==> src/verilog/temp_limits_map.svh <==
`ifndef TEMP_LIMITS_MAP_SVH
`define TEMP_LIMITS_MAP_SVH
// ----------------------------------------
// register offsets
// ----------------------------------------
`define OFS_DIE_TEMP 8'h00
`define OFS_REMOTE_UPPER 8'h01
`define OFS_STATUS 8'h02
`define OFS_CONFIG 8'h03
`define OFS_DIE_HIGH 8'h05
`define OFS_RHIGH_UPPER 8'h07
`define OFS_RLOW_UPPER 8'h08
`define OFS_REMOTE_FRAC 8'h10
`define OFS_CORR_UPPER 8'h11
`define OFS_CORR_LOWER 8'h12
`define OFS_RHIGH_FRAC 8'h13
`define OFS_RLOW_FRAC 8'h14
`define OFS_CRIT_LIMIT 8'h19
`define OFS_CRIT_HYST 8'h21
`define OFS_FILTER_PIN 8'hBF
// ----------------------------------------
// reset values
// ----------------------------------------
`define RST_DIE_HIGH 8'h46
`define RST_RHIGH_UPPER 8'h46
`define RST_CRIT_LIMIT 8'h55
`define RST_CRIT_HYST 8'h0A
// ----------------------------------------
// field positions
// ----------------------------------------
`define CFG_UNLOCK_BIT 1
`define CMP_MODE_BIT 0
`define ST_DIE_HIGH_BIT 6
`define ST_RHIGH_BIT 4
`define ST_RLOW_BIT 3
`define ST_CRIT_BIT 1
`define FRAC_MASK 8'hE0
`define FILT_MASK 8'h07
`endif

==> src/verilog/temp_limits_pkg.sv <==
`default_nettype none
package temp_limits_pkg;
  typedef struct packed {
    logic wr;
    logic rd;
    logic [7:0] addr;
    logic [7:0] wdata;
  } reg_req_t;
  typedef struct packed {
    logic [7:0] die;
    logic [10:0] remote;
    logic valid;
  } conv_t;
  typedef enum logic [1:0] {
    FILT_OFF = 2'h0,
    FILT_MIN = 2'h1,
    FILT_MAX = 2'h2
  } filt_t;
endpackage : temp_limits_pkg
`default_nettype wire
==> src/verilog/limit_compare.sv <==
`default_nettype none
`include "temp_limits_map.svh"
module limit_compare (
  input wire logic [10:0] remote,
  input wire logic [7:0] die,
  input wire logic [7:0] die_high,
  input wire logic [10:0] rhigh,
  input wire logic [10:0] rlow,
  input wire logic [7:0] crit,
  input wire logic [7:0] hyst,
  input wire logic crit_active,
  output logic die_over,
  output logic remote_over,
  output logic remote_under,
  output logic crit_next
);
  logic signed [8:0] release_lvl;
  logic signed [8:0] remote_int;
  assign release_lvl = $signed({crit[7], crit}) - $signed({1'b0, hyst});
  assign remote_int = $signed({remote[10], remote[10:3]});
  assign die_over = $signed(die) > $signed(die_high);
  assign remote_over = $signed(remote) > $signed(rhigh);
  assign remote_under = $signed(remote) < $signed(rlow);
  // hysteresis: hold until below limit minus hysteresis
  assign crit_next = crit_active ? !(remote_int < release_lvl)
                                 : ($signed(remote[10:3]) > $signed(crit));
endmodule : limit_compare
`default_nettype wire

==> src/verilog/temp_limit_regs.sv <==
// Contract
// - read-only die temperature integer register
// - read/write die high limit, resets to 0x46
// - remote upper byte is two's complement integer degrees
// - remote lower byte fraction in bits 7:5, bits 4:0 zero
// - correction offset added to converter output gives reported remote reading
// - remote high limit two bytes, upper resets 0x46, lower zero
// - remote low limit two bytes, both reset zero
// - critical limit integer resets to 0x55
// - critical limit writable only after config unlock bit 1 set
// - after one reprogramming critical limit locked until reset
// - critical stays active until remote below limit minus hysteresis
// - filter field: 00 off, 01/10 minimal, 11 maximum
// - comparator mode bit 0 makes pin follow alarm condition
// - alarm bits latched until status read, then clear if gone
// - status bit 4 on remote above high limit
// - status bit 3 on remote under low limit
// - status bit 6 on die above its high limit
`default_nettype none
`include "temp_limits_map.svh"
module temp_limit_regs (
  input wire logic SYS_CLK,
  input wire logic RST,
  input wire temp_limits_pkg::reg_req_t REQ,
  output logic [7:0] RDATA,
  input wire temp_limits_pkg::conv_t CONV,
  output temp_limits_pkg::filt_t FILTER_SEL,
  output logic ALERT_CMP_EN,
  output logic ALERT_LEVEL,
  output logic CRIT_ACTIVE
);
  // ----------------------------------------
  // storage
  // ----------------------------------------
  logic [7:0] die_q, die_high_q, rhigh_u_q, rlow_u_q, crit_q, hyst_q, cfg_q, filt_q;
  logic [2:0] rhigh_f_q, rlow_f_q, corr_f_q;
  logic [7:0] corr_u_q;
  logic [10:0] remote_q;
  logic crit_used_q, crit_act_q;
  logic [7:0] status_q;
  logic die_over, remote_over, remote_under, crit_next;
  logic [7:0] cond;

  function automatic logic hit(input temp_limits_pkg::reg_req_t r, input logic [7:0] a);
    hit = r.wr && (r.addr == a);
  endfunction : hit

  // ----------------------------------------
  // host writable registers
  // ----------------------------------------
  always_ff @(posedge SYS_CLK) begin
    if (RST) begin
      die_high_q <= `RST_DIE_HIGH;
      rhigh_u_q <= `RST_RHIGH_UPPER;
      rhigh_f_q <= 3'h0;
      rlow_u_q <= 8'h00;
      rlow_f_q <= 3'h0;
      corr_u_q <= 8'h00;
      corr_f_q <= 3'h0;
      hyst_q <= `RST_CRIT_HYST;
      cfg_q <= 8'h00;
      filt_q <= 8'h00;
    end else begin
      if (hit(REQ, `OFS_DIE_HIGH)) die_high_q <= REQ.wdata;
      if (hit(REQ, `OFS_RHIGH_UPPER)) rhigh_u_q <= REQ.wdata;
      if (hit(REQ, `OFS_RHIGH_FRAC)) rhigh_f_q <= REQ.wdata[7:5];
      if (hit(REQ, `OFS_RLOW_UPPER)) rlow_u_q <= REQ.wdata;
      if (hit(REQ, `OFS_RLOW_FRAC)) rlow_f_q <= REQ.wdata[7:5];
      if (hit(REQ, `OFS_CORR_UPPER)) corr_u_q <= REQ.wdata;
      if (hit(REQ, `OFS_CORR_LOWER)) corr_f_q <= REQ.wdata[7:5];
      if (hit(REQ, `OFS_CRIT_HYST)) hyst_q <= REQ.wdata;
      if (hit(REQ, `OFS_CONFIG)) cfg_q <= REQ.wdata;
      // upper bits masked to zero on write, only bits 2:0 kept
      if (hit(REQ, `OFS_FILTER_PIN)) filt_q <= REQ.wdata & `FILT_MASK;
    end
  end

  // ----------------------------------------
  // critical limit, one-shot reprogramming
  // ----------------------------------------
  always_ff @(posedge SYS_CLK) begin
    if (RST) begin
      crit_q <= `RST_CRIT_LIMIT;
      crit_used_q <= 1'b0;
    end else if (hit(REQ, `OFS_CRIT_LIMIT) && cfg_q[`CFG_UNLOCK_BIT] && !crit_used_q) begin
      crit_q <= REQ.wdata;
      crit_used_q <= 1'b1;
    end
  end

  // ----------------------------------------
  // conversion results with correction
  // ----------------------------------------
  always_ff @(posedge SYS_CLK) begin
    if (RST) begin
      die_q <= 8'h00;
      remote_q <= 11'h000;
    end else if (CONV.valid) begin
      die_q <= CONV.die;
      remote_q <= CONV.remote + {corr_u_q, corr_f_q};
    end
  end

  limit_compare u_cmp (
    .remote(remote_q),
    .die(die_q),
    .die_high(die_high_q),
    .rhigh({rhigh_u_q, rhigh_f_q}),
    .rlow({rlow_u_q, rlow_f_q}),
    .crit(crit_q),
    .hyst(hyst_q),
    .crit_active(crit_act_q),
    .die_over(die_over),
    .remote_over(remote_over),
    .remote_under(remote_under),
    .crit_next(crit_next)
  );

  // one-cycle lag after the result register; harmless at conversion rates
  logic eval_q;
  always_ff @(posedge SYS_CLK) begin
    if (RST) eval_q <= 1'b0;
    else eval_q <= CONV.valid;
  end

  always_ff @(posedge SYS_CLK) begin
    if (RST) crit_act_q <= 1'b0;
    else if (eval_q) crit_act_q <= crit_next;
  end

  // ----------------------------------------
  // status latch
  // ----------------------------------------
  always_comb begin
    cond = 8'h00;
    cond[`ST_DIE_HIGH_BIT] = die_over;
    cond[`ST_RHIGH_BIT] = remote_over;
    cond[`ST_RLOW_BIT] = remote_under;
    cond[`ST_CRIT_BIT] = crit_act_q;
  end

  logic st_read;
  assign st_read = REQ.rd && (REQ.addr == `OFS_STATUS);

  always_ff @(posedge SYS_CLK) begin
    if (RST) status_q <= 8'h00;
    else if (st_read) status_q <= cond;
    else status_q <= status_q | cond;
  end

  // ----------------------------------------
  // read mux, registered
  // ----------------------------------------
  always_ff @(posedge SYS_CLK) begin
    if (RST) RDATA <= 8'h00;
    else if (REQ.rd) begin
      case (REQ.addr)
        `OFS_DIE_TEMP: RDATA <= die_q;
        `OFS_REMOTE_UPPER: RDATA <= remote_q[10:3];
        `OFS_REMOTE_FRAC: RDATA <= {remote_q[2:0], 5'h00};
        `OFS_STATUS: RDATA <= status_q | cond;
        `OFS_CONFIG: RDATA <= cfg_q;
        `OFS_DIE_HIGH: RDATA <= die_high_q;
        `OFS_RHIGH_UPPER: RDATA <= rhigh_u_q;
        `OFS_RHIGH_FRAC: RDATA <= {rhigh_f_q, 5'h00};
        `OFS_RLOW_UPPER: RDATA <= rlow_u_q;
        `OFS_RLOW_FRAC: RDATA <= {rlow_f_q, 5'h00};
        `OFS_CORR_UPPER: RDATA <= corr_u_q;
        `OFS_CORR_LOWER: RDATA <= {corr_f_q, 5'h00};
        `OFS_CRIT_LIMIT: RDATA <= crit_q;
        `OFS_CRIT_HYST: RDATA <= hyst_q;
        `OFS_FILTER_PIN: RDATA <= filt_q;
        default: RDATA <= 8'h00;
      endcase
    end
  end

  // ----------------------------------------
  // outputs
  // ----------------------------------------
  always_comb begin
    case (filt_q[2:1])
      2'h0: FILTER_SEL = temp_limits_pkg::FILT_OFF;
      2'h3: FILTER_SEL = temp_limits_pkg::FILT_MAX;
      default: FILTER_SEL = temp_limits_pkg::FILT_MIN;
    endcase
  end
  assign ALERT_CMP_EN = filt_q[`CMP_MODE_BIT];
  // comparator mode: pin tracks live condition, else latched status
  assign ALERT_LEVEL = filt_q[`CMP_MODE_BIT] ? (|cond) : (|status_q);
  assign CRIT_ACTIVE = crit_act_q;

  // ----------------------------------------
  // checks
  // ----------------------------------------
  a_crit_lock: assert property (@(posedge SYS_CLK) disable iff (RST)
    crit_used_q |=> $stable(crit_q)) else $error("critical limit changed twice");
  a_crit_gate: assert property (@(posedge SYS_CLK) disable iff (RST)
    !cfg_q[`CFG_UNLOCK_BIT] |=> $stable(crit_q)) else $error("locked limit changed");
  a_offset_add: assert property (@(posedge SYS_CLK) disable iff (RST)
    CONV.valid |=> remote_q == 11'($past(CONV.remote) + $past({corr_u_q, corr_f_q})))
    else $error("offset not applied");
  a_status_hold: assert property (@(posedge SYS_CLK) disable iff (RST)
    (status_q[`ST_RHIGH_BIT] && !st_read) |=> status_q[`ST_RHIGH_BIT]) else $error("alarm lost");
  a_rhigh_set: assert property (@(posedge SYS_CLK) disable iff (RST)
    remote_over |=> status_q[`ST_RHIGH_BIT]) else $error("high alarm not set");
  a_rlow_set: assert property (@(posedge SYS_CLK) disable iff (RST)
    remote_under |=> status_q[`ST_RLOW_BIT]) else $error("low alarm not set");
  a_die_set: assert property (@(posedge SYS_CLK) disable iff (RST)
    die_over |=> status_q[`ST_DIE_HIGH_BIT]) else $error("die alarm not set");
  a_frac_zero: assert property (@(posedge SYS_CLK) disable iff (RST)
    $past(REQ.rd) && $past(REQ.addr) == `OFS_REMOTE_FRAC |-> RDATA[4:0] == 5'h00)
    else $error("fraction low bits nonzero");
  a_cmp_pin: assert property (@(posedge SYS_CLK) disable iff (RST)
    filt_q[`CMP_MODE_BIT] && cond == 8'h00 |-> !ALERT_LEVEL) else $error("pin held");
  a_crit_hold: assert property (@(posedge SYS_CLK) disable iff (RST)
    crit_act_q && !eval_q |=> crit_act_q) else $error("critical dropped");
  c_crit_write: cover property (@(posedge SYS_CLK) $rose(crit_used_q));
  c_crit_on: cover property (@(posedge SYS_CLK) $rose(crit_act_q));
  c_status_read: cover property (@(posedge SYS_CLK) st_read && status_q != 8'h00);
endmodule : temp_limit_regs
`default_nettype wire

==> config.mk <==
export PLATFORM = sky130hd
export DESIGN_NAME = temp_limit_regs
export DESIGN_NICKNAME = d
export VERILOG_FILES = /design/src/verilog/temp_limits_pkg.sv /design/src/verilog/limit_compare.sv /design/src/verilog/temp_limit_regs.sv
export VERILOG_INCLUDE_DIRS = /design/src /design/src/verilog
export SDC_FILE = /design/constraint.sdc
export NUM_CORES = 1
export LEC_CHECK = 0
export BUFFER_PORTS_ARGS = -buffer_cell sky130_fd_sc_hd__buf_2
export CORE_ASPECT_RATIO = 1.4
export CORE_MARGIN = 4
export CORE_UTILIZATION = 40
export CTS_CLUSTER_SIZE = 20
export DETAILED_ROUTE_END_ITERATION = 16
export PLACE_DENSITY = 0.59
export SYNTH_ARGS = -nofsm -noshare
export SYNTH_HDL_FRONTEND = slang
export SYNTH_SLANG_ARGS = --single-unit
==> constraint.sdc <==
create_clock -name SYS_CLK -period 3.4 [get_ports SYS_CLK]
set_input_delay 0.51 -clock SYS_CLK [delete_from_list [all_inputs] [get_ports SYS_CLK]]
set_output_delay 0.51 -clock SYS_CLK [all_outputs]
set_load 0.05 [all_outputs]
# Word-level counts from Yosys, hierarchy flattened
# Cells that the tools add are included.
# totals
reg_bits,106
wordCells,68
# op_classes
addsub,2
order_cmp,5
n_eq_ne,15
n_mux,5
n_bitwise,1
n_reduce_logical,21
# ops
op,count
8-bit case mux with 15 select lines,1
8-bit by 5-bit == test with 1-bit output (second input constant),6
8-bit by 2-bit == test with 1-bit output (second input constant),2
8-bit by 3-bit == test with 1-bit output (second input constant),2
8-bit greater-than comparator,2
1-bit logical AND,14
11-bit adder,1
11-bit greater-than comparator,1
11-bit < comparator,1
8-bit by 9-bit < comparator with 1-bit output,1
8-bit by 9-bit subtractor with 9-bit output,1
8-bit by 1-bit == test with 1-bit output (second input constant),1
8-bit by 4-bit == test with 1-bit output (second input constant),1
8-bit by 6-bit == test with 1-bit output (second input constant),1
8-bit == test (second input constant),1
8-bit logical NOT,1
8-bit by 7-bit bitwise OR with 8-bit output,1
8-bit OR reduction,1
7-bit two-way mux,1
2-bit case mux with 2 select lines,1
4-bit OR reduction,1
2-bit == test (second input constant),1
1-bit logical NOT,2
2-bit logical NOT,1
other kinds (2),3

# Depth between registers and ports, before layout
# depth
word_depth,4
mapped_depth,16

# Modules after synthesis
# From an unflattened synthesis, not the netlist that was laid out.
# unflattened
hier_cells,805
hier_area_um2,6708.9
# by_module_without_submodules
mod,n_inst,cells_per_inst,area_each_um2
temp_limit_regs,1,605,5233.8
limit_compare,1,200,1475.2

# Worst setup path before layout
# OpenSTA, ideal clock, no wires.
# synth_path
kind,register -> output
from,register remote_q[10]
to,output ALERT_LEVEL
t_arrival_ns,2.418
slack_ns,0.472
path_stages_with_launch,8
path_buffers,0
cell_sequence,dfxtp_1 ha_1 nand3_1 nor3_1 a221oi_1 o21ai_0 mux2_2 a21oi_1
# synth_between
elab_chain_len,3
# synth_lines
item,line,text
from (decl),temp_limit_regs.sv:38,logic [10:0] remote_q;
from (signal assigned),temp_limit_regs.sv:100,"remote_q <= CONV.remote + {corr_u_q, corr_f_q};"
11-bit greater-than comparator or 11-bit < comparator (tied branches),"limit_compare.sv:22, limit_compare.sv:23",
4-bit OR reduction *,temp_limit_regs.sv:190,assign ALERT_LEVEL = filt_q[`CMP_MODE_BIT] ? (|cond) : (|status_q);
1-bit two-way mux *,temp_limit_regs.sv:190,
to (decl),temp_limit_regs.sv:29,"output logic ALERT_LEVEL,"
# Every way passes the cells marked *; elsewhere a longest branch is shown, timed or not.

# Final worst setup path
# layout_path
from,register remote_q[2]
to,output ALERT_LEVEL
# The elaborated chain is that of the path after synthesis.

==> flow_metrics.py <==
metrics = {
    "min_path": {
        "whs_endpoint": "die_q[0]",
        "hp-start": "CONV[12]",
        "holdPathStages": 3,
        "hp-class": "primary input to flop",
    },
    "critical_path": {
        "r2r_slack_ns": 0.43,
        "cpMaxStageDelayCell": "dfxtp_1",
        "max_stage_delay_ns": 0.46,
        "path_cells": "ha_1 > a21oi_1 > o21ai_0 > a221oi_1 > o21ai_0 > mux2_2 > a21oi_1 > buf_2",
        "crit_type": "flop to output port",
        "worstSetupStartpointType": "flop",
        "r2r_end": "CRIT_ACTIVE",
        "critPathCaptureType": "output port",
        "r2r_cells": 16,
        "critPathRequiredTime_ns": 2.89,
        "arrival_ns": 2.66,
        "crit_fanout": 4,
        "reg2reg_from": "crit_q[0]",
    },
    "sta": {
        "relSlewSlack": 0.342,
        "drv_slew": 0,
        "fin_hold_ws_ns": 0.397,
        "worst_pin_slew_ns": 0.987,
        "tns_ns": 0,
        "fin_crit_ns": 3.17,
        "post-route-period-util": 0.932,
        "finalSetupViolations": 0,
        "maxClockFrequency_mhz": 316,
        "rsz0062_at_grt": "false",
        "clock_skew_ns": 0.00900,
        "hold_violations": 0,
    },
    "pwr": {
        "swShare": 0.281,
        "p_total_w": 0.00256,
        "power_density_nw_per_um2": 352,
        "leakagePower_nw": 3.35,
        "pwr-share-clk": 0.368,
        "p_seq_frac": 0.488,
        "switchingPower_w": 0.000720,
        "internal-power_w": 0.00184,
        "p_comb_frac": 0.143,
        "max-vdd-ir-drop_mv": 0.226,
    },
    "synthesis": {
        "synth_nets": 889,
        "synth_seq_cells": 102,
        "synth_warnings": 0,
        "ys.flop_type": "dfxtp_1",
        "yosysTopAreaCell": "dfxtp_1",
        "synth_cell_types": 64,
        "ys_seq_area_frac": 0.312,
        "synth_top_area_frac": 0.312,
        "synth_edf_count": 0,
        "syn-cell-area_sq_um": 6540,
        "syn_area_per_cell_sq_um": 8.35,
        "synthArstFlopShare": 0,
        "netlist_top_cells_area": "dfxtp_1 (31%), ha_1 (12%), mux2i_1 (11%)",
        "syn_inst": 783,
    },
    "routing": {
        "ant_nets": 0,
        "dr.pass1.iters": 5,
        "drc": 0,
        "via_per_inst": 5.74,
        "drt_iter0_markers": 397,
        "wl_per_cell_um": 20.1,
        "via_count": 5903,
        "drt-total-wl_um": 20700,
    },
    "final_layout": {
        "fill_cells": 1701,
        "num_antenna_cells": 0,
        "fin_util": 0.452,
        "num-nets-final": 932,
        "drive_gt1_frac": 0.128,
        "layout_commonest_cell": "dfxtp_1",
        "final_cell_mix": "dfxtp_1 (102), nor2_1 (77), mux2i_1 (73)",
        "areaGrowthSynthToFinish_pct": 11.3,
    },
    "die": {
        "start_util": 0.406,
        "coreArea_sq_um": 16100,
        "dieArea_sq_um": 18500,
        "io_pins": 53,
        "die_y_um": 159,
        "die_x_um": 116,
        "fp-row-count": 55,
    },
    "clocking": {
        "post_cts_resized": 0,
        "cts_root_buf": "clkbuf_16",
        "hold_buffers": 0,
        "clock-sinks": 102,
        "cts_tree": "yes",
        "clock_path_buffers": 2,
        "cts_setup_buffers": 0,
        "insertion_delay_ns": 0.34,
        "cts_buffers": 9,
        "htree_levels": 3,
        "clkTransAtPathRegs_ns": 0.07,
    },
    "global_route": {
        "grt_max_degree": 91,
        "grt_pass1_vias": 5784,
        "grt_usage": 0.226,
        "grt_pass1_wl_um": 32200,
        "grt_antenna_before_repair": 0,
        "gr-total-overflow": 0,
    },
    "status": {
        "status": "completed",
    },
    "placement": {
        "dpl.hpwl_um": 15700,
        "place_congestion": 0.955,
        "port_buffers": 52,
    },
    "run": {
        "drv_cap": 0,
    },
}
==> metal layers <==
metal / vias to the layer above / global-route usage / part of all wire
li1: 2867 / - / -
met1: 2820 / 0.276 / 0.41
met2: 171 / 0.387 / 0.50
met3: 45 / 0.0308 / 0.041
met4: 0 / 0.103 / 0.046
met5: - / 0 / 0
==> kinds of logic (layout without fill, tap and decap cells) <==
logic type | count (synthesis) | count (layout) | share of synthesized area
multiplexers | 79 | 79 | 0.122
XOR/XNOR | 12 | 12 | 0.0161
buffers and inverters | 103 | 150 | 0.0649
adder cells (fa/ha/maj) | 66 | 66 | 0.129
AO/OA/AOI/OAI | 165 | 165 | 0.160
AND/OR/NAND/NOR | 256 | 256 | 0.196
flip-flops | 102 | 102 | 0.312
==> power by group through the flow <==
stage / clock, W / sequential, W / combinational, W
floorplan: 0 / 0.00128 / 0.000221
global placement: 0 / 0.00128 / 0.000364
detailed placement: 0 / 0.00128 / 0.000365
CTS: 0.000965 / 0.00125 / 0.000366
global route: 0.00101 / 0.00125 / 0.000400
finish: 0.000943 / 0.00125 / 0.000367
==> Yosys cell counts, types with 5 or more instances <==
library cell	number
dfxtp_1	102
buf_2	12
clkbuf_1	23
inv_1	59
nand4_1	8
nor2_1	77
nor2b_1	10
nand3_1	37
mux2_2	6
nand2b_1	8
nor3_1	12
nand2_1	67
xnor2_1	9
mux2i_1	73
a21o_1	8
o211ai_1	8
o21ai_0	33
ha_1	64
a31oi_1	6
a22oi_1	5
a21oi_1	58
a211oi_1	8
a221oi_1	6
==> state kept, by name, summed over array words and instances (netlist names) <==
name / count
remote_q: 11
RDATA: 8
cfg_q: 8
corr_u_q: 8
crit_q: 8
die_high_q: 8
die_q: 8
hyst_q: 8
rhigh_u_q: 8
rlow_u_q: 8
status_q: 4
corr_f_q: 3
filt_q: 3
rhigh_f_q: 3
rlow_f_q: 3
CRIT_ACTIVE: 1
crit_used_q: 1
eval_q: 1
==> layout make-up <==
type | count | area [sq um] | share of cell area
flip-flops and latches | 102 | 2040 | 0.281
well taps | 199 | 249 | 0.0342
multi-input cells | 578 | 4070 | 0.560
repair buffers | 74 | 425 | 0.0585
clock inverters | 4 | 25.0 | 0.00344
inverters | 61 | 229 | 0.0315
clock buffers | 11 | 233 | 0.0320
==> how the worst max path moves through the flow <==
stage | cells after the start | from | slack, ns | to
floorplan | 7 | remote_q[10] | 0.47 | ALERT_LEVEL
global placement | 16 | crit_q[0] | 0.52 | CRIT_ACTIVE
detailed placement | 16 | crit_q[0] | 0.46 | CRIT_ACTIVE
CTS | 8 | remote_q[2] | 0.20 | ALERT_LEVEL
global route | 9 | rhigh_u_q[7] | 0.05 | ALERT_LEVEL
finish | 8 | remote_q[2] | 0.23 | ALERT_LEVEL
==> critical path, delay by kind of cell, from the launching register on <==
family                     cells  cell delay, ns
muxes                          1            0.35
buffers and inverters          1            0.28
AOI/OAI and AO/OA              5            0.91
adders and majority gates      1            0.33
DFF                            1            0.46
==> stage by stage <==
step           instances  instance area (sq um)  worst slack, ns
6_report            1029                   7270            0.232
5_1_grt             1029                   7270           0.0526
4_1_cts             1029                   7270            0.201
3_5_place_dp        1014                   7020            0.465
3_3_place_gp        1014                   7020            0.525
2_1_floorplan        783                   6540            0.472
Power figures use the tool's default switching activity.
